<file path="src/hdl/cap_trig_defines.svh">
// Offsets, field positions, reset values for the capture trigger selector.
// Assumes inclusion by bare name from the design files; definitions only.
`ifndef CAP_TRIG_DEFINES_SVH
`define CAP_TRIG_DEFINES_SVH

// ***************************************************
// Register map
// ***************************************************
`define CAP0_TRG_OFFSET 8'h5C
`define CAP1_TRG_OFFSET 8'h60
`define CAP0_TRG_RESET 32'h00000000
`define CAP1_TRG_RESET 32'h00000000
`define UNMAPPED_READ 32'h00000000

// ***************************************************
// Field positions
// ***************************************************
`define BIT_SW 0
`define BIT_UPD 1
`define BIT_EXT0 2
`define BIT_SIB_BASE 12
`define NUM_EXT 10
`define NUM_SIB 5

`endif

</file>
<file path="src/hdl/cap_trig_pkg.sv">
// Types shared by the capture trigger selector files.
// Assumes nothing beyond a SystemVerilog compiler.
package cap_trig_pkg;
    // Slave bus phase for the read channel
    typedef enum logic [1:0] {
        bus_idle,
        bus_resp
    } bus_state_t;
endpackage

</file>
<file path="src/hdl/sib_source_gate.sv">
// One sibling timer's four capture sources gated by their enable bits.
// Assumes the sibling signals are synchronous to clk_i.
`timescale 1ns/1ns
`include "cap_trig_defines.svh"
module sib_source_gate (
    input wire logic clk_i,
    input wire logic nrst_i,
    input wire logic ch0_out_i,
    input wire logic cmp0_i,
    input wire logic cmp1_i,
    input wire logic [3:0] enable_i,
    output logic hit_o
);
    logic out_prev; // Last channel output level

    // ***************************************************
    // Channel output edge memory
    // ***************************************************
    // Previous level, reset inactive so no edge at start
    always_ff @(posedge clk_i) begin
        if (!nrst_i) begin
            out_prev <= 1'b0;
        end else begin
            out_prev <= ch0_out_i;
        end
    end

    // Enable order: rise, fall, compare 0, compare 1
    always_comb begin
        hit_o = (enable_i[0] & ch0_out_i & ~out_prev)
            | (enable_i[1] & ~ch0_out_i & out_prev)
            | (enable_i[2] & cmp0_i)
            | (enable_i[3] & cmp1_i);
    end
endmodule

</file>
<file path="src/hdl/capture0_trigger_select.sv">
// Capture 0 trigger selection for slave timers 5 to 7, with AXI4-Lite slave.
// Assumes all event inputs are one-cycle pulses or levels on clk_i.
`timescale 1ns/1ns
`include "cap_trig_defines.svh"
module capture0_trigger_select (
    input wire logic clk_i,
    input wire logic nrst_i,
    // AXI4-Lite write address
    input wire logic [7:0] s_axi_awaddr,
    input wire logic s_axi_awvalid,
    output logic s_axi_awready,
    // AXI4-Lite write data
    input wire logic [31:0] s_axi_wdata,
    input wire logic [3:0] s_axi_wstrb,
    input wire logic s_axi_wvalid,
    output logic s_axi_wready,
    // AXI4-Lite write response
    output logic [1:0] s_axi_bresp,
    output logic s_axi_bvalid,
    input wire logic s_axi_bready,
    // AXI4-Lite read address
    input wire logic [7:0] s_axi_araddr,
    input wire logic s_axi_arvalid,
    output logic s_axi_arready,
    // AXI4-Lite read data
    output logic [31:0] s_axi_rdata,
    output logic [1:0] s_axi_rresp,
    output logic s_axi_rvalid,
    input wire logic s_axi_rready,
    // Event sources
    input wire logic update_event_i,
    input wire logic [9:0] ext_event_i,
    input wire logic [4:0] sib_channel0_output_i,
    input wire logic [4:0] sib_cmp0_i,
    input wire logic [4:0] sib_cmp1_i,
    // Capture 0 strobe and capture 1 selection
    output logic capture0_strobe_o,
    output logic [31:0] capture1_select_o
);
    // ***************************************************
    // Storage
    // ***************************************************
    logic [31:0] cap0_sel; // Capture 0 enables
    logic [31:0] cap1_sel; // Capture 1 selection, opaque
    logic aw_held; // Write address taken
    logic w_held; // Write data taken
    logic [7:0] aw_addr; // Held write address
    logic [31:0] w_data; // Held write data
    logic [3:0] w_strb; // Held byte enables
    cap_trig_pkg::bus_state_t rd_state; // Read channel phase
    logic [4:0] sib_hit; // Per-sibling gated hits
    logic ext_hit; // Any enabled external event
    logic next_strobe; // Combined trigger this cycle
    logic wr_go; // Both write halves present
    logic sw_write; // Write sets software bit now

    // ***************************************************
    // Write channel: address and data in either order
    // ***************************************************
    // Each half is parked in its own holding register.
    // The commit waits until both halves are present.
    // Readiness stays low from the handshake until the
    // response is taken, so one write is under way at a time.
    // The cost is one idle cycle between writes; the gain is
    // that no address can pair with the data of another write.
    assign wr_go = aw_held & w_held & ~s_axi_bvalid;

    // Address acceptance
    always_ff @(posedge clk_i) begin
        if (!nrst_i) begin
            aw_held <= 1'b0;
            aw_addr <= 8'h00;
            s_axi_awready <= 1'b0;
        end else if (s_axi_awvalid & s_axi_awready) begin
            aw_held <= 1'b1;
            aw_addr <= s_axi_awaddr;
            s_axi_awready <= 1'b0;
        end else if (wr_go) begin
            aw_held <= 1'b0;
        end else begin
            // Ready only while nothing pending
            s_axi_awready <= ~aw_held & ~s_axi_bvalid;
        end
    end

    // Data acceptance
    always_ff @(posedge clk_i) begin
        if (!nrst_i) begin
            w_held <= 1'b0;
            w_data <= 32'h00000000;
            w_strb <= 4'h0;
            s_axi_wready <= 1'b0;
        end else if (s_axi_wvalid & s_axi_wready) begin
            w_held <= 1'b1;
            w_data <= s_axi_wdata;
            w_strb <= s_axi_wstrb;
            s_axi_wready <= 1'b0;
        end else if (wr_go) begin
            w_held <= 1'b0;
        end else begin
            s_axi_wready <= ~w_held & ~s_axi_bvalid;
        end
    end

    // Response after both halves; unmapped gives SLVERR
    always_ff @(posedge clk_i) begin
        if (!nrst_i) begin
            s_axi_bvalid <= 1'b0;
            s_axi_bresp <= 2'h0;
        end else if (wr_go) begin
            s_axi_bvalid <= 1'b1;
            s_axi_bresp <= (aw_addr == `CAP0_TRG_OFFSET || aw_addr == `CAP1_TRG_OFFSET) ? 2'h0 : 2'h2;
        end else if (s_axi_bready) begin
            s_axi_bvalid <= 1'b0;
        end
    end

    // ***************************************************
    // Registers
    // ***************************************************
    assign sw_write = wr_go & (aw_addr == `CAP0_TRG_OFFSET) & w_strb[0] & w_data[`BIT_SW];

    // Capture 0 enables; software bit clears one cycle after set
    always_ff @(posedge clk_i) begin
        if (!nrst_i) begin
            cap0_sel <= `CAP0_TRG_RESET;
        end else if (wr_go && aw_addr == `CAP0_TRG_OFFSET) begin
            for (int b = 0; b < 4; b++) begin
                if (w_strb[b]) begin
                    cap0_sel[b*8 +: 8] <= w_data[b*8 +: 8];
                end
            end
        end else begin
            cap0_sel[`BIT_SW] <= 1'b0;
        end
    end

    // Capture 1 register; only word writes land, partial ones dropped
    always_ff @(posedge clk_i) begin
        if (!nrst_i) begin
            cap1_sel <= `CAP1_TRG_RESET;
        end else if (wr_go && aw_addr == `CAP1_TRG_OFFSET && w_strb == 4'hF) begin
            cap1_sel <= w_data;
        end else begin
            cap1_sel[`BIT_SW] <= 1'b0;
        end
    end

    // ***************************************************
    // Read channel
    // ***************************************************
    // Address ready toggles while idle, so a request waits
    // at most one cycle for it. Data are captured at the
    // handshake edge and stand until the master takes them.
    // Reading never disturbs the stored enables.
    always_ff @(posedge clk_i) begin
        if (!nrst_i) begin
            rd_state <= cap_trig_pkg::bus_idle;
            s_axi_arready <= 1'b0;
            s_axi_rvalid <= 1'b0;
            s_axi_rdata <= 32'h00000000;
            s_axi_rresp <= 2'h0;
        end else begin
            case (rd_state)
                cap_trig_pkg::bus_idle: begin
                    s_axi_arready <= ~s_axi_arready;
                    if (s_axi_arvalid & s_axi_arready) begin
                        s_axi_arready <= 1'b0;
                        s_axi_rvalid <= 1'b1;
                        rd_state <= cap_trig_pkg::bus_resp;
                        // Decode; unmapped reads zero with SLVERR
                        if (s_axi_araddr == `CAP0_TRG_OFFSET) begin
                            s_axi_rdata <= cap0_sel;
                            s_axi_rresp <= 2'h0;
                        end else if (s_axi_araddr == `CAP1_TRG_OFFSET) begin
                            s_axi_rdata <= cap1_sel;
                            s_axi_rresp <= 2'h0;
                        end else begin
                            s_axi_rdata <= `UNMAPPED_READ;
                            s_axi_rresp <= 2'h2;
                        end
                    end
                end
                cap_trig_pkg::bus_resp: begin
                    if (s_axi_rready) begin
                        s_axi_rvalid <= 1'b0;
                        rd_state <= cap_trig_pkg::bus_idle;
                    end
                end
                default: begin
                    rd_state <= cap_trig_pkg::bus_idle;
                end
            endcase
        end
    end

    // ***************************************************
    // Trigger sources
    // ***************************************************
    // Every source is sampled on clk_i with no synchroniser:
    // the siblings and the event logic share this clock.
    // A source that arrives from another clock domain must
    // be synchronised before it reaches these inputs.
    // One gate per sibling timer, four enable bits each
    for (genvar s = 0; s < `NUM_SIB; s++) begin : g_sib
        sib_source_gate u_gate (
            .clk_i(clk_i),
            .nrst_i(nrst_i),
            .ch0_out_i(sib_channel0_output_i[s]),
            .cmp0_i(sib_cmp0_i[s]),
            .cmp1_i(sib_cmp1_i[s]),
            .enable_i(cap0_sel[`BIT_SIB_BASE + 4*s +: 4]),
            .hit_o(sib_hit[s])
        );
    end

    assign ext_hit = |(ext_event_i & cap0_sel[`BIT_EXT0 +: `NUM_EXT]);

    // Any enabled source gives one strobe
    assign next_strobe = cap0_sel[`BIT_SW]
        | (cap0_sel[`BIT_UPD] & update_event_i)
        | ext_hit
        | (|sib_hit);

    // Registered strobe output
    always_ff @(posedge clk_i) begin
        if (!nrst_i) begin
            capture0_strobe_o <= 1'b0;
            capture1_select_o <= 32'h00000000;
        end else begin
            capture0_strobe_o <= next_strobe;
            capture1_select_o <= cap1_sel;
        end
    end
endmodule

</file>
<file path="config.mk">
export PLATFORM = sky130hd
export DESIGN_NAME = capture0_trigger_select
export DESIGN_NICKNAME = d
export VERILOG_FILES = /design/src/hdl/cap_trig_pkg.sv /design/src/hdl/sib_source_gate.sv /design/src/hdl/capture0_trigger_select.sv
export VERILOG_INCLUDE_DIRS = /design/src /design/src/hdl
export SDC_FILE = /design/constraint.sdc
export NUM_CORES = 1
export LEC_CHECK = 0
export BUFFER_PORTS_ARGS = -buffer_cell sky130_fd_sc_hd__buf_2
export CAP_MARGIN = 25
export CORE_ASPECT_RATIO = 0.8
export CORE_MARGIN = 3
export CORE_UTILIZATION = 45
export DETAILED_ROUTE_END_ITERATION = 8
export PLACE_DENSITY = 0.74
export SYNTH_ARGS = -nofsm -noshare
export SYNTH_HDL_FRONTEND = slang
export SYNTH_SLANG_ARGS = --single-unit
</file>
<file path="constraint.sdc">
create_clock -name clk_i -period 1.75 [get_ports clk_i]
set_input_delay 0.0875 -clock clk_i [delete_from_list [all_inputs] [get_ports clk_i]]
set_output_delay 0.0875 -clock clk_i [all_outputs]
set_load 0.01 [all_outputs]
</file>
==> flow_metrics.py <==
metrics = {
    "clock_tree": {
        "clkSinkCount": 187,
        "cts_max_path_buffers": 2,
        "htree_levels": 4,
        "clk_transition_reported_paths_ns": 0.07,
        "cts-root-buf": "clkbuf_16",
        "cts_buffers": 17,
        "cts_tree": "built",
        "cts_setup_buffers": 0,
        "clk_latency_ns": 0.44,
    },
    "route": {
        "drc": 0,
        "avgRoutedWirePerCell_um": 15.93,
        "drt_iter0_drc": 372,
        "met2WireLength_mm": 8.193,
        "ant_nets": 0,
        "vias_per_cell": 4.925,
        "top_layer_used": "met5",
        "met3WireLength_mm": 1.089,
        "via_count": 5684,
        "drt-total-wl_mm": 18.38,
        "wl_met1_mm": 8.751,
        "drtPass1Iterations": 4,
    },
    "timing": {
        "finalSetupTns_ns": 0,
        "hold_viol": 0,
        "drv_slew": 0,
        "whs_ns": 0.03367,
        "clock_skew_ns": 0.01311,
        "setup_viol": 0,
        "fin_crit_ns": 1.638,
        "finalCritPeriodShare_pct": 93.61,
        "rsz0062_at_grt": "false",
        "fmax_mhz": 610.5,
    },
    "pwr": {
        "power_leakage_nw": 3.943,
        "ir_drop_mv": 0.6640,
        "p_per_area_nw_per_um2": 960.8,
    },
    "worst_setup_path": {
        "worstSetupPathType": "reg2reg",
        "path_max_fanout": 33,
        "arrival_ns": 2.01,
        "worstPathRequired_ns": 2.13,
        "endpoint_kind": "flip-flop",
        "cp-start-kind": "flip-flop",
    },
    "place": {
        "dp_hpwl_mm": 12.30,
        "io_buffers": 156,
        "gp_congestion": 0.8038,
        "dp.cells": 1069,
    },
    "cells_and_area": {
        "finalNetCount": 1014,
        "syn2layout_area_growth_pct": 29.83,
        "fillCellCount": 1325,
        "fin_cells": 1154,
        "drive_gt1_share_pct": 23.25,
    },
    "synthesis": {
        "ys_seq_area_share_pct": 52.01,
        "synthTopCellsByCount": "dfxtp_1, nand2_1, and2_1",
        "synth-seq-cells": 187,
        "ys_types": 42,
        "postSynthAreaPerCell_um2": 9.807,
        "synth_flop_cell": "dfxtp_1",
        "yosys.area.top_type": "dfxtp_1",
        "synth_top_area_share_pct": 52.01,
        "synthesis.area_um2": 7198,
        "synth-async-reset-ratio_pct": 0,
        "ys_warn_count": 0,
        "synthTopCellsByArea": "dfxtp_1, mux2i_1, nand2_1, and2_1, nor2b_1",
        "synth_edf_count": 0,
        "synth.most_common_cell": "dfxtp_1",
        "syn_inst": 734,
    },
    "global_routing": {
        "grt_pass1_wl_mm": 28.85,
        "grt-ovfl-total": 0,
        "track_usage_pct": 20.79,
        "grt_antenna_before_repair": 3,
        "grt_pass1_vias": 5507,
        "grt_max_degree": 76,
    },
    "floorplan": {
        "core_area_um2": 15310,
        "start_util_pct": 47.00,
        "dieArea_um2": 17560,
        "io_pins": 159,
        "rows": 40,
        "die_h_um": 119.1,
        "die_w_um": 147.4,
    },
    "status": {
        "status": "finished clean",
    },
    "min_path": {
        "hp-class": "in2reg",
    },
    "flow_run": {
        "max_cap_violations": 0,
    },
}
what timing repair did:
action | CTS | global route
setup endpoints to repair | 0 | 1
gates resized for setup | 0 | 1
hold buffers | 51 | 0
hold endpoints to repair | 51 | 0
where the power goes:
group / switching, mW / internal, mW / leakage (nW)
Sequential: 0.0610 / 4.33 / 1.51
Combinational: 0.255 / 0.270 / 2.13
Clock: 1.76 / 2.30 / 0.304
metal layers:
metal | up-vias | global-route usage (%)
li1 | 2877 | -
met1 | 2627 | 28.49
met2 | 151 | 32.02
met3 | 27 | 5.401
met4 | 2 | 7.043
met5 | - | 0
per-stage QoR:
stage	power, mW	area, um2	utilization, %	worst slack, ns
global placement	4.911	8203	53.56	0.1745
detailed placement	4.918	8203	53.56	0.1157
CTS	9.038	9334	60.95	0.08238
global route	9.257	9345	61.02	0.0001488
finish	8.979	9345	61.02	0.1119
floorplan	4.702	7202	-	0.1348
kinds of logic after synthesis:
kind of cell	Yosys count	synth area share (%)
AOI/OAI and AO/OA	134	12.81
xor gates and xnor gates	1	0.1217
buffers and inverters	51	3.685
DFF	187	52.01
muxes	63	8.761
other	1	0.05210
and+or+nand+nor	297	22.56
critical path, cell delays in order, from the launching register on:
cell,delay [ns]
dfxtp_1,0.34
nand3b_4,0.16
or4_4,0.69
o21ai_0,0.24
and2_1,0.14
cell type report:
class | count | area [um2] | share of cell area [%]
well taps | 210 | 262.8 | 2.812
diodes | 2 | 5.005 | 0.05355
repair buffers | 224 | 1496 | 16.01
inverters | 2 | 7.507 | 0.08033
clock inverters | 15 | 195.2 | 2.089
multi-input cells | 497 | 3209 | 34.34
clock buffers | 17 | 425.4 | 4.552
flip-flops and latches | 187 | 3744 | 40.06
flip-flops by register name (all words and copies together) (netlist names), 4 cells and up:
register,flops
aw_addr,8
cap1_sel,32
w_data,32
g_sib.u_gate.out_prev,5
s_axi_rdata,32
w_strb,4
cap0_sel,32
capture1_select_o,32
cell usage in the layout (no fill, tap or decap), types with 2 or more instances in the layout:
| master | netlist | final |
|---|---|---|
| inv_1 | 2 | 2 |
| mux2i_1 | 63 | 63 |
| nand3b_1 | 5 | 5 |
| nor2b_1 | 63 | 63 |
| and4_2 | 1 | 2 |
| a21boi_0 | 46 | 46 |
| inv_6 | 0 | 8 |
| nand2_1 | 132 | 132 |
| a211oi_1 | 2 | 2 |
| bufinv_16 | 0 | 3 |
| and2_1 | 73 | 73 |
| a22o_1 | 2 | 2 |
| buf_2 | 0 | 155 |
| inv_8 | 0 | 2 |
| nand4_2 | 4 | 4 |
| nor4b_4 | 1 | 2 |
| nand2b_1 | 3 | 3 |
| buf_12 | 3 | 6 |
| o221a_2 | 2 | 2 |
| and4b_1 | 2 | 2 |
| a221oi_1 | 2 | 2 |
| buf_4 | 2 | 12 |
| diode_2 | 0 | 2 |
| dlygate4sd3_1 | 0 | 51 |
| dfxtp_1 | 187 | 187 |
| nor2_1 | 2 | 2 |
| a22oi_1 | 38 | 38 |
| o21ai_0 | 38 | 38 |
| clkbuf_16 | 0 | 17 |
| conb_1 | 1 | 2 |
final timing paths:
path,start,endpoint,slack (ns),cells after the start
worst min-delay path,sib_cmp0_i[1],capture0_strobe_o,0.03,4
worst min register to register,w_data[16],w_data[16],0.48,2
worst max-delay path,s_axi_rvalid,s_axi_rdata[26],0.11,4
worst max register to register,s_axi_rvalid,s_axi_rdata[26],0.11,4
No activity file was read; power rests on OpenSTA's default activity.
